[src/gpio_defines.svh]
`ifndef GPIO_DEFINES_SVH
`define GPIO_DEFINES_SVH

// ****************************************
// File addresses of the pin data registers
// ****************************************
`define ADDR_PORT_A 8'h05
`define ADDR_PORT_B 8'h06
`define ADDR_PORT_C 8'h07

// ****************************************
// Selector codes
// ****************************************
`define SEL_CMP 8'h08
`define SEL_WAKE_PEND 8'h09
`define SEL_WAKE_EDGE 8'h0A
`define SEL_WAKE_EN 8'h0B
`define SEL_SCHMITT 8'h0C
`define SEL_LEVEL 8'h0D
`define SEL_PULLUP 8'h0E
`define SEL_DIR 8'h0F

// ****************************************
// Port codes and reset values
// ****************************************
`define PORT_CODE_A 2'h0
`define PORT_CODE_B 2'h1
`define PORT_CODE_C 2'h2
`define SEL_RESET 8'h0F
`define CFG_RESET 8'hFF
`define CFG_RESET_ALL 32'hFFFF_FFFF
`define LATCH_RESET 8'h00
`define PORT_A_PAD 4'h0
`endif

[src/gpio_pkg.sv]
package gpio_pkg;
   // Per-port configuration outputs
   typedef struct packed {
      logic [7:0] schmitt_off;
      logic [7:0] level_ttl;
      logic [7:0] pullup_off;
      logic [7:0] dir_in;
   } pin_cfg_t;
   // Data-memory request from the core
   typedef struct packed {
      logic rd;
      logic wr;
      logic [7:0] addr;
      logic [7:0] data;
   } mem_req_t;
   // Port-control write from the core
   typedef struct packed {
      logic wr;
      logic [1:0] port;
      logic [7:0] data;
   } pctl_req_t;
endpackage

[src/gpio_ports.sv]
`timescale 1ns/100ps
`default_nettype none
`include "gpio_defines.svh"
module gpio_ports
   import gpio_pkg::*;
#(
   parameter bit HAS_PORT_C = 1'b1
) (
   input wire logic SYS_CLK_I,
   input wire logic SYS_RST_I,
   input wire logic CLK_EN_I,
   input wire mem_req_t MEM_REQ_I,
   output logic MEM_HIT_O,
   output logic [7:0] MEM_RDATA_O,
   output logic MEM_RVALID_O,
   input wire pctl_req_t PCTL_REQ_I,
   output logic [7:0] PCTL_RDATA_O,
   output logic PCTL_RVALID_O,
   input wire logic SEL_WR_I,
   input wire logic [7:0] SEL_WDATA_I,
   output logic [7:0] SEL_O,
   input wire logic [3:0] PA_PIN_I,
   output logic [3:0] PA_PIN_O,
   output logic [3:0] PA_PIN_OE_N_O,
   input wire logic [7:0] PB_PIN_I,
   output logic [7:0] PB_PIN_O,
   output logic [7:0] PB_PIN_OE_N_O,
   input wire logic [7:0] PC_PIN_I,
   output logic [7:0] PC_PIN_O,
   output logic [7:0] PC_PIN_OE_N_O,
   output pin_cfg_t PA_CFG_O,
   output pin_cfg_t PB_CFG_O,
   output pin_cfg_t PC_CFG_O,
   output logic [7:0] WAKE_PENDING_O,
   input wire logic CMP_RESULT_I,
   output logic [7:0] CMP_CTRL_O
);

   // ****************************************
   // Decode helpers
   // ****************************************

   // Whether a port has a register at this selector value
   function automatic logic names_reg(input logic [1:0] port, input logic [7:0] sel);
      logic hit;
      hit = 1'b0;
      case (port)
         `PORT_CODE_A: hit = (sel == `SEL_DIR) || (sel == `SEL_PULLUP)
                             || (sel == `SEL_LEVEL);
         `PORT_CODE_B: hit = (sel >= `SEL_CMP) && (sel <= `SEL_DIR);
         `PORT_CODE_C: hit = HAS_PORT_C && (sel >= `SEL_SCHMITT) && (sel <= `SEL_DIR);
         default: hit = 1'b0;
      endcase
      return hit;
   endfunction

   // Whether a file address is one of the pin data registers
   function automatic logic addr_hit(input logic [7:0] addr);
      return (addr == `ADDR_PORT_A) || (addr == `ADDR_PORT_B)
             || (HAS_PORT_C && (addr == `ADDR_PORT_C));
   endfunction

   // ****************************************
   // Declarations
   // ****************************************
   logic [7:0] sel_r, sel_nxt;
   logic [7:0] rdata_r, rdata_nxt;
   logic rvalid_r, rvalid_nxt;
   logic [7:0] xdata_r, xdata_nxt;
   logic xvalid_r, xvalid_nxt;
   logic [7:0] cmp_r, cmp_nxt;
   logic pctl_ok;
   logic data_wr_a, data_wr_b, data_wr_c;
   logic ctl_wr_a, ctl_wr_b, ctl_wr_c;
   pin_cfg_t cfg_a, cfg_b, cfg_c;
   logic [7:0] latch_a, latch_b, latch_c;
   logic [7:0] pend_b;
   logic rst_seen_r;

   // ****************************************
   // Write strobes
   // ****************************************

   // Control writes pass only when the selector names a register
   assign pctl_ok = CLK_EN_I && PCTL_REQ_I.wr && names_reg(PCTL_REQ_I.port, sel_r);
   assign ctl_wr_a = pctl_ok && (PCTL_REQ_I.port == `PORT_CODE_A);
   assign ctl_wr_b = pctl_ok && (PCTL_REQ_I.port == `PORT_CODE_B);
   assign ctl_wr_c = pctl_ok && (PCTL_REQ_I.port == `PORT_CODE_C);

   // Data-memory writes to the pin latches
   assign data_wr_a = CLK_EN_I && MEM_REQ_I.wr && (MEM_REQ_I.addr == `ADDR_PORT_A);
   assign data_wr_b = CLK_EN_I && MEM_REQ_I.wr && (MEM_REQ_I.addr == `ADDR_PORT_B);
   assign data_wr_c = CLK_EN_I && MEM_REQ_I.wr && HAS_PORT_C
                      && (MEM_REQ_I.addr == `ADDR_PORT_C);

   // ****************************************
   // Port register banks
   // ****************************************

   // Four-pin port
   port_bank #(
      .WIDTH(4)
   ) u_bank_a (
      .clk_i(SYS_CLK_I),
      .rst_i(SYS_RST_I),
      .data_wr_i(data_wr_a),
      .ctl_wr_i(ctl_wr_a),
      .sel_i(sel_r),
      .wdata_i(ctl_wr_a ? PCTL_REQ_I.data : MEM_REQ_I.data),
      .cfg_o(cfg_a),
      .latch_o(latch_a)
   );

   // Eight-pin port with wakeup and comparator sharing
   port_bank #(
      .WIDTH(8)
   ) u_bank_b (
      .clk_i(SYS_CLK_I),
      .rst_i(SYS_RST_I),
      .data_wr_i(data_wr_b),
      .ctl_wr_i(ctl_wr_b),
      .sel_i(sel_r),
      .wdata_i(ctl_wr_b ? PCTL_REQ_I.data : MEM_REQ_I.data),
      .cfg_o(cfg_b),
      .latch_o(latch_b)
   );

   // Optional eight-pin port
   port_bank #(
      .WIDTH(8)
   ) u_bank_c (
      .clk_i(SYS_CLK_I),
      .rst_i(SYS_RST_I),
      .data_wr_i(data_wr_c),
      .ctl_wr_i(ctl_wr_c),
      .sel_i(sel_r),
      .wdata_i(ctl_wr_c ? PCTL_REQ_I.data : MEM_REQ_I.data),
      .cfg_o(cfg_c),
      .latch_o(latch_c)
   );

   // Wakeup edge capture on Port B
   wake_detect u_wake (
      .clk_i(SYS_CLK_I),
      .rst_i(SYS_RST_I),
      .ce_i(CLK_EN_I),
      .pins_i(PB_PIN_I),
      .ctl_wr_i(ctl_wr_b),
      .sel_i(sel_r),
      .wdata_i(PCTL_REQ_I.data),
      .pend_o(pend_b)
   );

   // ****************************************
   // Selector register
   // ****************************************

   // Loaded only by the dedicated selector write
   always_comb begin
      sel_nxt = sel_r;
      if (CLK_EN_I && SEL_WR_I) begin
         sel_nxt = SEL_WDATA_I;
      end
   end

   always_ff @(posedge SYS_CLK_I or posedge SYS_RST_I) begin
      if (SYS_RST_I) begin
         sel_r <= `SEL_RESET;
      end else begin
         sel_r <= sel_nxt;
      end
   end

   // ****************************************
   // Data read path
   // ****************************************

   // Reads return the pins themselves
   always_comb begin
      rdata_nxt = rdata_r;
      rvalid_nxt = rvalid_r;
      if (CLK_EN_I) begin
         rvalid_nxt = MEM_REQ_I.rd && addr_hit(MEM_REQ_I.addr);
         if (rvalid_nxt) begin
            case (MEM_REQ_I.addr)
               `ADDR_PORT_A: rdata_nxt = {`PORT_A_PAD, PA_PIN_I};
               `ADDR_PORT_B: rdata_nxt = PB_PIN_I;
               default: rdata_nxt = PC_PIN_I;
            endcase
         end
      end
   end

   always_ff @(posedge SYS_CLK_I or posedge SYS_RST_I) begin
      if (SYS_RST_I) begin
         rdata_r <= `LATCH_RESET;
         rvalid_r <= 1'b0;
      end else begin
         rdata_r <= rdata_nxt;
         rvalid_r <= rvalid_nxt;
      end
   end

   // ****************************************
   // Exchange path and comparator register
   // ****************************************

   // Pending accesses return the old contents; comparator accesses return old bits 7:1 with CMP_RESULT_I in bit 0
   always_comb begin
      xdata_nxt = xdata_r;
      xvalid_nxt = xvalid_r;
      cmp_nxt = cmp_r;
      if (CLK_EN_I) begin
         xvalid_nxt = 1'b0;
         if (ctl_wr_b && (sel_r == `SEL_WAKE_PEND)) begin
            xdata_nxt = pend_b;
            xvalid_nxt = 1'b1;
         end
         if (ctl_wr_b && (sel_r == `SEL_CMP)) begin
            xdata_nxt = {cmp_r[7:1], CMP_RESULT_I};
            xvalid_nxt = 1'b1;
            cmp_nxt = PCTL_REQ_I.data;
         end
      end
   end

   always_ff @(posedge SYS_CLK_I or posedge SYS_RST_I) begin
      if (SYS_RST_I) begin
         xdata_r <= `LATCH_RESET;
         xvalid_r <= 1'b0;
         cmp_r <= `CFG_RESET;
      end else begin
         xdata_r <= xdata_nxt;
         xvalid_r <= xvalid_nxt;
         cmp_r <= cmp_nxt;
      end
   end

   // ****************************************
   // Outputs
   // ****************************************

   // Pin drivers: a one in the direction register releases the pin
   assign PA_PIN_O = latch_a[3:0];
   assign PA_PIN_OE_N_O = cfg_a.dir_in[3:0];
   assign PB_PIN_O = latch_b;
   assign PB_PIN_OE_N_O = cfg_b.dir_in;
   assign PC_PIN_O = HAS_PORT_C ? latch_c : `LATCH_RESET;
   assign PC_PIN_OE_N_O = HAS_PORT_C ? cfg_c.dir_in : `CFG_RESET;

   // Configuration and status
   assign PA_CFG_O = cfg_a;
   assign PB_CFG_O = cfg_b;
   assign PC_CFG_O = cfg_c;
   assign WAKE_PENDING_O = pend_b;
   assign CMP_CTRL_O = cmp_r;
   assign SEL_O = sel_r;

   // Bus answers
   assign MEM_HIT_O = addr_hit(MEM_REQ_I.addr);
   assign MEM_RDATA_O = rdata_r;
   assign MEM_RVALID_O = rvalid_r;
   assign PCTL_RDATA_O = xdata_r;
   assign PCTL_RVALID_O = xvalid_r;

   // ****************************************
   // Checks
   // ****************************************

   // High only in the first cycle after reset
   always_ff @(posedge SYS_CLK_I or posedge SYS_RST_I) begin
      if (SYS_RST_I) begin
         rst_seen_r <= 1'b1;
      end else begin
         rst_seen_r <= 1'b0;
      end
   end
endmodule
`default_nettype wire

[src/port_bank.sv]
`timescale 1ns/100ps
`default_nettype none
`include "gpio_defines.svh"
module port_bank
   import gpio_pkg::*;
#(
   parameter int WIDTH = 8
) (
   input wire logic clk_i,
   input wire logic rst_i,
   input wire logic data_wr_i,
   input wire logic ctl_wr_i,
   input wire logic [7:0] sel_i,
   input wire logic [7:0] wdata_i,
   output pin_cfg_t cfg_o,
   output logic [7:0] latch_o
);
   // Pins that exist; writes set the bits above them to one
   localparam logic [7:0] PIN_MASK = 8'((16'h0001 << WIDTH) - 16'h0001);
   pin_cfg_t cfg_r, cfg_nxt;
   logic [7:0] latch_r, latch_nxt;

   function automatic logic [7:0] fold(input logic [7:0] d);
      return (d & PIN_MASK) | ~PIN_MASK;
   endfunction

   // Latch and control register updates
   always_comb begin
      cfg_nxt = cfg_r;
      latch_nxt = latch_r;
      if (data_wr_i) begin
         latch_nxt = fold(wdata_i);
      end
      if (ctl_wr_i) begin
         case (sel_i)
            `SEL_DIR: cfg_nxt.dir_in = fold(wdata_i);
            `SEL_PULLUP: cfg_nxt.pullup_off = fold(wdata_i);
            `SEL_LEVEL: cfg_nxt.level_ttl = fold(wdata_i);
            `SEL_SCHMITT: cfg_nxt.schmitt_off = fold(wdata_i);
            default: cfg_nxt = cfg_r;
         endcase
      end
   end

   // Register stage, configuration all ones and latch zero after reset
   always_ff @(posedge clk_i or posedge rst_i) begin
      if (rst_i) begin
         cfg_r <= `CFG_RESET_ALL;
         latch_r <= `LATCH_RESET;
      end else begin
         cfg_r <= cfg_nxt;
         latch_r <= latch_nxt;
      end
   end

   assign cfg_o = cfg_r;
   assign latch_o = latch_r;
endmodule
`default_nettype wire

[src/wake_detect.sv]
`timescale 1ns/100ps
`default_nettype none
`include "gpio_defines.svh"
module wake_detect (
   input wire logic clk_i,
   input wire logic rst_i,
   input wire logic ce_i,
   input wire logic [7:0] pins_i,
   input wire logic ctl_wr_i,
   input wire logic [7:0] sel_i,
   input wire logic [7:0] wdata_i,
   output logic [7:0] pend_o
);
   logic [7:0] en_n_r, en_n_nxt, edge_r, edge_nxt;
   logic [7:0] pend_r, pend_nxt, prev_r, prev_nxt;
   logic [7:0] hit;

   // Edge detect, register writes, pending exchange
   always_comb begin
      en_n_nxt = en_n_r;
      edge_nxt = edge_r;
      pend_nxt = pend_r;
      prev_nxt = prev_r;
      hit = 8'h00;
      if (ce_i) begin
         prev_nxt = pins_i;
         // One in edge_r senses falling, zero rising
         hit = ~en_n_r & ((edge_r & prev_r & ~pins_i) | (~edge_r & ~prev_r & pins_i));
         if (ctl_wr_i) begin
            case (sel_i)
               `SEL_WAKE_EN: en_n_nxt = wdata_i;
               `SEL_WAKE_EDGE: edge_nxt = wdata_i;
               `SEL_WAKE_PEND: pend_nxt = wdata_i;
               default: pend_nxt = pend_r;
            endcase
         end
         pend_nxt = pend_nxt | hit; // Set wins over exchange
      end
   end

   // Register stage
   always_ff @(posedge clk_i or posedge rst_i) begin
      if (rst_i) begin
         en_n_r <= `CFG_RESET;
         edge_r <= `CFG_RESET;
         pend_r <= `CFG_RESET;
         prev_r <= `CFG_RESET;
      end else begin
         en_n_r <= en_n_nxt;
         edge_r <= edge_nxt;
         pend_r <= pend_nxt;
         prev_r <= prev_nxt;
      end
   end

   assign pend_o = pend_r;
endmodule
`default_nettype wire

[config.mk]
export PLATFORM = sky130hd
export DESIGN_NAME = gpio_ports
export DESIGN_NICKNAME = d
export VERILOG_FILES = /design/src/gpio_pkg.sv /design/src/gpio_ports.sv /design/src/port_bank.sv /design/src/wake_detect.sv
export VERILOG_INCLUDE_DIRS = /design/src /design/src/src
export SDC_FILE = /design/constraint.sdc
export NUM_CORES = 1
export LEC_CHECK = 0
export BUFFER_PORTS_ARGS = -buffer_cell sky130_fd_sc_hd__buf_2
export CAP_MARGIN = 10
export CORE_MARGIN = 10
export CORE_UTILIZATION = 56
export CTS_CLUSTER_DIAMETER = 120
export DETAILED_ROUTE_END_ITERATION = 10
export PLACE_DENSITY = 0.86
export SETUP_SLACK_MARGIN = 0.02
export SYNTH_ARGS = -nofsm -noshare
export SYNTH_HDL_FRONTEND = slang
export SYNTH_SLANG_ARGS = --single-unit
export TNS_END_PERCENT = 20
[constraint.sdc]
create_clock -name SYS_CLK_I -period 11.6 [get_ports SYS_CLK_I]
set_input_delay 2.9 -clock SYS_CLK_I [delete_from_list [all_inputs] [get_ports SYS_CLK_I]]
set_output_delay 2.9 -clock SYS_CLK_I [all_outputs]
set_load 0.01 [all_outputs]
==> reports/qor.log <==
qor: sta.slew-limit-headroom 0.360
qor: yosys.synth_most_common_cell mux2_2
qor: floorplan.core_area 13,800 um2
qor: worst_setup_path.critical_path_peak_fanout 2
qor: yosys.netlist_instances 606
qor: yosys.ys.flop_type dfstp_2
qor: cts.cts_hold_buf 0
qor: floorplan.initial_core_util 0.567
qor: worst_setup_path.worstPathArrival 3.78 ns
qor: finish.design.final.nets 866
qor: yosys.synthArstFlopShare 1.00
qor: sta.fin_tns_setup 0 ns
qor: cts.clk-insertion-delay-late 0.43 ns
qor: placement.dp_slack 4.93 ns
qor: global_route.first_global_vias 6,095
qor: global_route.grtUsageTotal 0.222
qor: cts.post_cts_buffers 0
qor: global_route.grt-busiest-layer met2
qor: yosys.syn_area 7810 um2
qor: route.detail_route.drc_violations 0
qor: finish.drive_above_1_share 0.663
qor: worst_setup_path.setup.worst_path.class in -> out
qor: power_and_ir_drop.fin_total_pwr 1.29 mW
qor: route.routed_wirelength 21.8 mm
qor: yosys.ys_seq_area_frac 0.552
qor: sta.timing.fmax 150 MHz
qor: route.detail_routed_via_count_per_cell 5.64
qor: yosys.synth.avg_cell_area 12.9 um2
qor: power_and_ir_drop.irDropWorstVdd 0.117 mV
qor: sta.slew_violations 0
qor: sta.report.final.setup_viol 0
qor: sta.fin_crit_sh 0.575
qor: floorplan.die_y 138 um
qor: global_route.globalRoute.totalOverflow 0
qor: placement.io_buffer_count 224
qor: worst_setup_path.cp-end-kind output port
qor: placement.place_hpwl 15.7 mm
qor: cts.cts-buffers-inserted 17
qor: finish.final_cell_area_excluding_filler_cells 9390 um2
qor: cts.cts.clk_slew.worst_paths 0.06 ns
qor: cts.clock_tree_from_tritoncts built
qor: placement.dpl_cell_area 8820 um2
qor: global_route.grt_start_max_net_pins 107
qor: floorplan.num_io_pins 241
qor: outcome.outcome completed
qor: yosys.synth_top_area_share 0.417
qor: power_and_ir_drop.power_per_cell_area 138 nW/um2
qor: global_route.grtUsageMet3 0.0901
qor: cts.cts-resized-gates 0
qor: yosys.synth_top_cells_by_count 131 x mux2_2, 124 x dfstp_2, 42 x dfrtp_1, 39 x buf_4, 33 x nor2_1
qor: floorplan.core.rowCount 43
qor: global_route.grt_pass1_wl 34.0 mm
qor: floorplan.die-width 138 um
qor: yosys.synth-edff-count 0
qor: placement.gp_congestion 0.808
qor: global_route.grt_util_met2 0.366
qor: power_and_ir_drop.power_leakage 4.60 nW
qor: cts.ctsLongestPathBuffers 2
qor: sta.tightestPinTransition 0.955 ns
qor: cts.clock-root-buffer clkbuf_16
qor: yosys.yosysUniqueCellTypes 55
qor: route.dr_total_vias 5,607
qor: sta.finalCriticalPeriod 6.68 ns
qor: cts.numClockSinks 166
qor: cts.cts_htree_levels 4
qor: sta.grt_setup_unrepaired false
qor: worst_setup_path.worst-endpoint-required 8.70 ns
qor: sta.clock-skew-final 0.00758 ns
qor: yosys.yosysTopAreaCell dfstp_2
qor: worst_setup_path.critical_path.startpoint_type input pin
qor: sta.finalHoldViolations 0
qor: sta.final.hold.worst_slack 0.488 ns
qor: yosys.postSynthRegisterBits 166
qor: route.first_pass_iters 4
qor: run.drv_cap 0
qor: route.routed_antenna_nets 0
qor: route.wire_per_inst 21.9 um
qor: global_route.antenna_found_initial 4
qor: route.detail_route.iter0.violations 289
qor: finish.syn_to_final_growth 20.3%
qor: global_route.globalRouteMet1Util 0.260
qor: yosys.yosysWarnings 0
qor: sta.postLayoutSetupSlackWorst 4.92 ns
qor: yosys.synth_top_cells_by_area dfstp_2 42%, mux2_2 19%, dfrtp_1 13%
qor: floorplan.design.die.area 19,100 um2
qor: min_path.timing.hold.worst.class reg -> reg
[critical path, cell delays in order]
cell and delay (ns):
buf_2 0.10, nor4b_1 0.37, nand2_1 0.14, nor2_1 0.12, buf_2 0.13
[worst paths after layout]
| kind | from | to | slack (ns) | cells past startpoint |
|---|---|---|---|---|
| min in group asynchronous | SYS_RST_I | PCTL_RDATA_O[1] | 2.71 | 2 |
| max | MEM_REQ_I[11] | MEM_HIT_O | 4.92 | 5 |
| min reg2reg | PCTL_RVALID_O | PCTL_RVALID_O | 0.49 | 1 |
| max in group asynchronous | SYS_RST_I | MEM_RDATA_O[5] | 7.60 | 3 |
| min | PCTL_RVALID_O | PCTL_RVALID_O | 0.49 | 1 |
| max reg2reg | SEL_O[3] | u_bank_b.cfg_o[0] | 8.79 | 4 |
[cells in the final DEF (no fill, tap or decap), types with 3 or more instances in the layout]
| cell type | instances |
|---|---|
| inv_1 | 9 |
| dfstp_2 | 124 |
| mux2i_1 | 5 |
| ha_1 | 4 |
| a2bb2oi_1 | 4 |
| a21oi_1 | 12 |
| mux2_4 | 8 |
| nand4_1 | 5 |
| nand3_1 | 25 |
| diode_2 | 3 |
| o21ai_0 | 27 |
| clkinvlp_4 | 3 |
| a21o_1 | 3 |
| mux2_2 | 131 |
| nor2_1 | 33 |
| nor2_2 | 4 |
| or3_1 | 8 |
| or3b_2 | 4 |
| a22o_1 | 4 |
| o21a_1 | 4 |
| clkbuf_16 | 17 |
| buf_2 | 224 |
| conb_1 | 16 |
| dfrtp_1 | 42 |
| nor4_4 | 3 |
| nand2b_1 | 6 |
| nand2_1 | 16 |
| nand3b_1 | 4 |
| clkbuf_1 | 4 |
| o32a_1 | 3 |
| and3b_1 | 4 |
| a31oi_1 | 20 |
[metal layers]
metal | part of all wire | vias up
met5 | 0.00060 | -
met4 | 0.016 | 2
met3 | 0.094 | 32
met2 | 0.48 | 236
met1 | 0.40 | 2839
li1 | - | 2498
[report_power, final]
group | total (mW) | switching [mW] | internal (mW) | leakage [nW]
clock | 0.553 | 0.227 | 0.327 | 0.269
combinational | 0.120 | 0.0739 | 0.0457 | 2.47
sequential | 0.621 | 0.0169 | 0.604 | 1.85
[cell families (layout without fill, tap and decap cells)]
group	after synthesis	in the layout	synth area share
mux	145	145	0.212
simple gates	133	133	0.106
xor+xnor	1	1	0.00112
flops	166	166	0.552
fa+ha+maj	4	4	0.00641
compound gates	81	81	0.0647
buf+inv	75	266	0.0569
other cells	1	19	0.000480
[sequential cells by signal, summed over array words and instances (netlist names), 8 cells and up]
name,count
u_wake.pend_o,8
CMP_CTRL_O,8
PCTL_RDATA_O,8
u_wake.edge_r,8
u_bank_c.cfg_o,32
u_wake.prev_r,8
SEL_O,8
u_wake.en_n_r,8
u_bank_c.latch_o,8
u_bank_b.cfg_o,32
MEM_RDATA_O,8
u_bank_b.latch_o,8
u_bank_a.cfg_o,16
[metrics by stage]
step | util | std cells
6_report | 0.682 | 995
5_1_grt | 0.682 | 993
4_1_cts | 0.682 | 992
3_5_place_dp | 0.640 | 961
3_3_place_gp | 0.640 | 961
2_1_floorplan | - | 621
[final cells by class]
cell class / count / area, um2
Timing Repair Buffer: 225 / 1130
Inverter: 10 / 42.5
Tap cell: 180 / 225
Antenna cell: 3 / 7.51
Clock inverter: 8 / 101
Clock buffer: 23 / 468
Sequential cell: 166 / 4310
Multi-Input combinational cell: 380 / 3110
Fill cell: 1034 / 4380
Power figures use the tool's default switching activity.
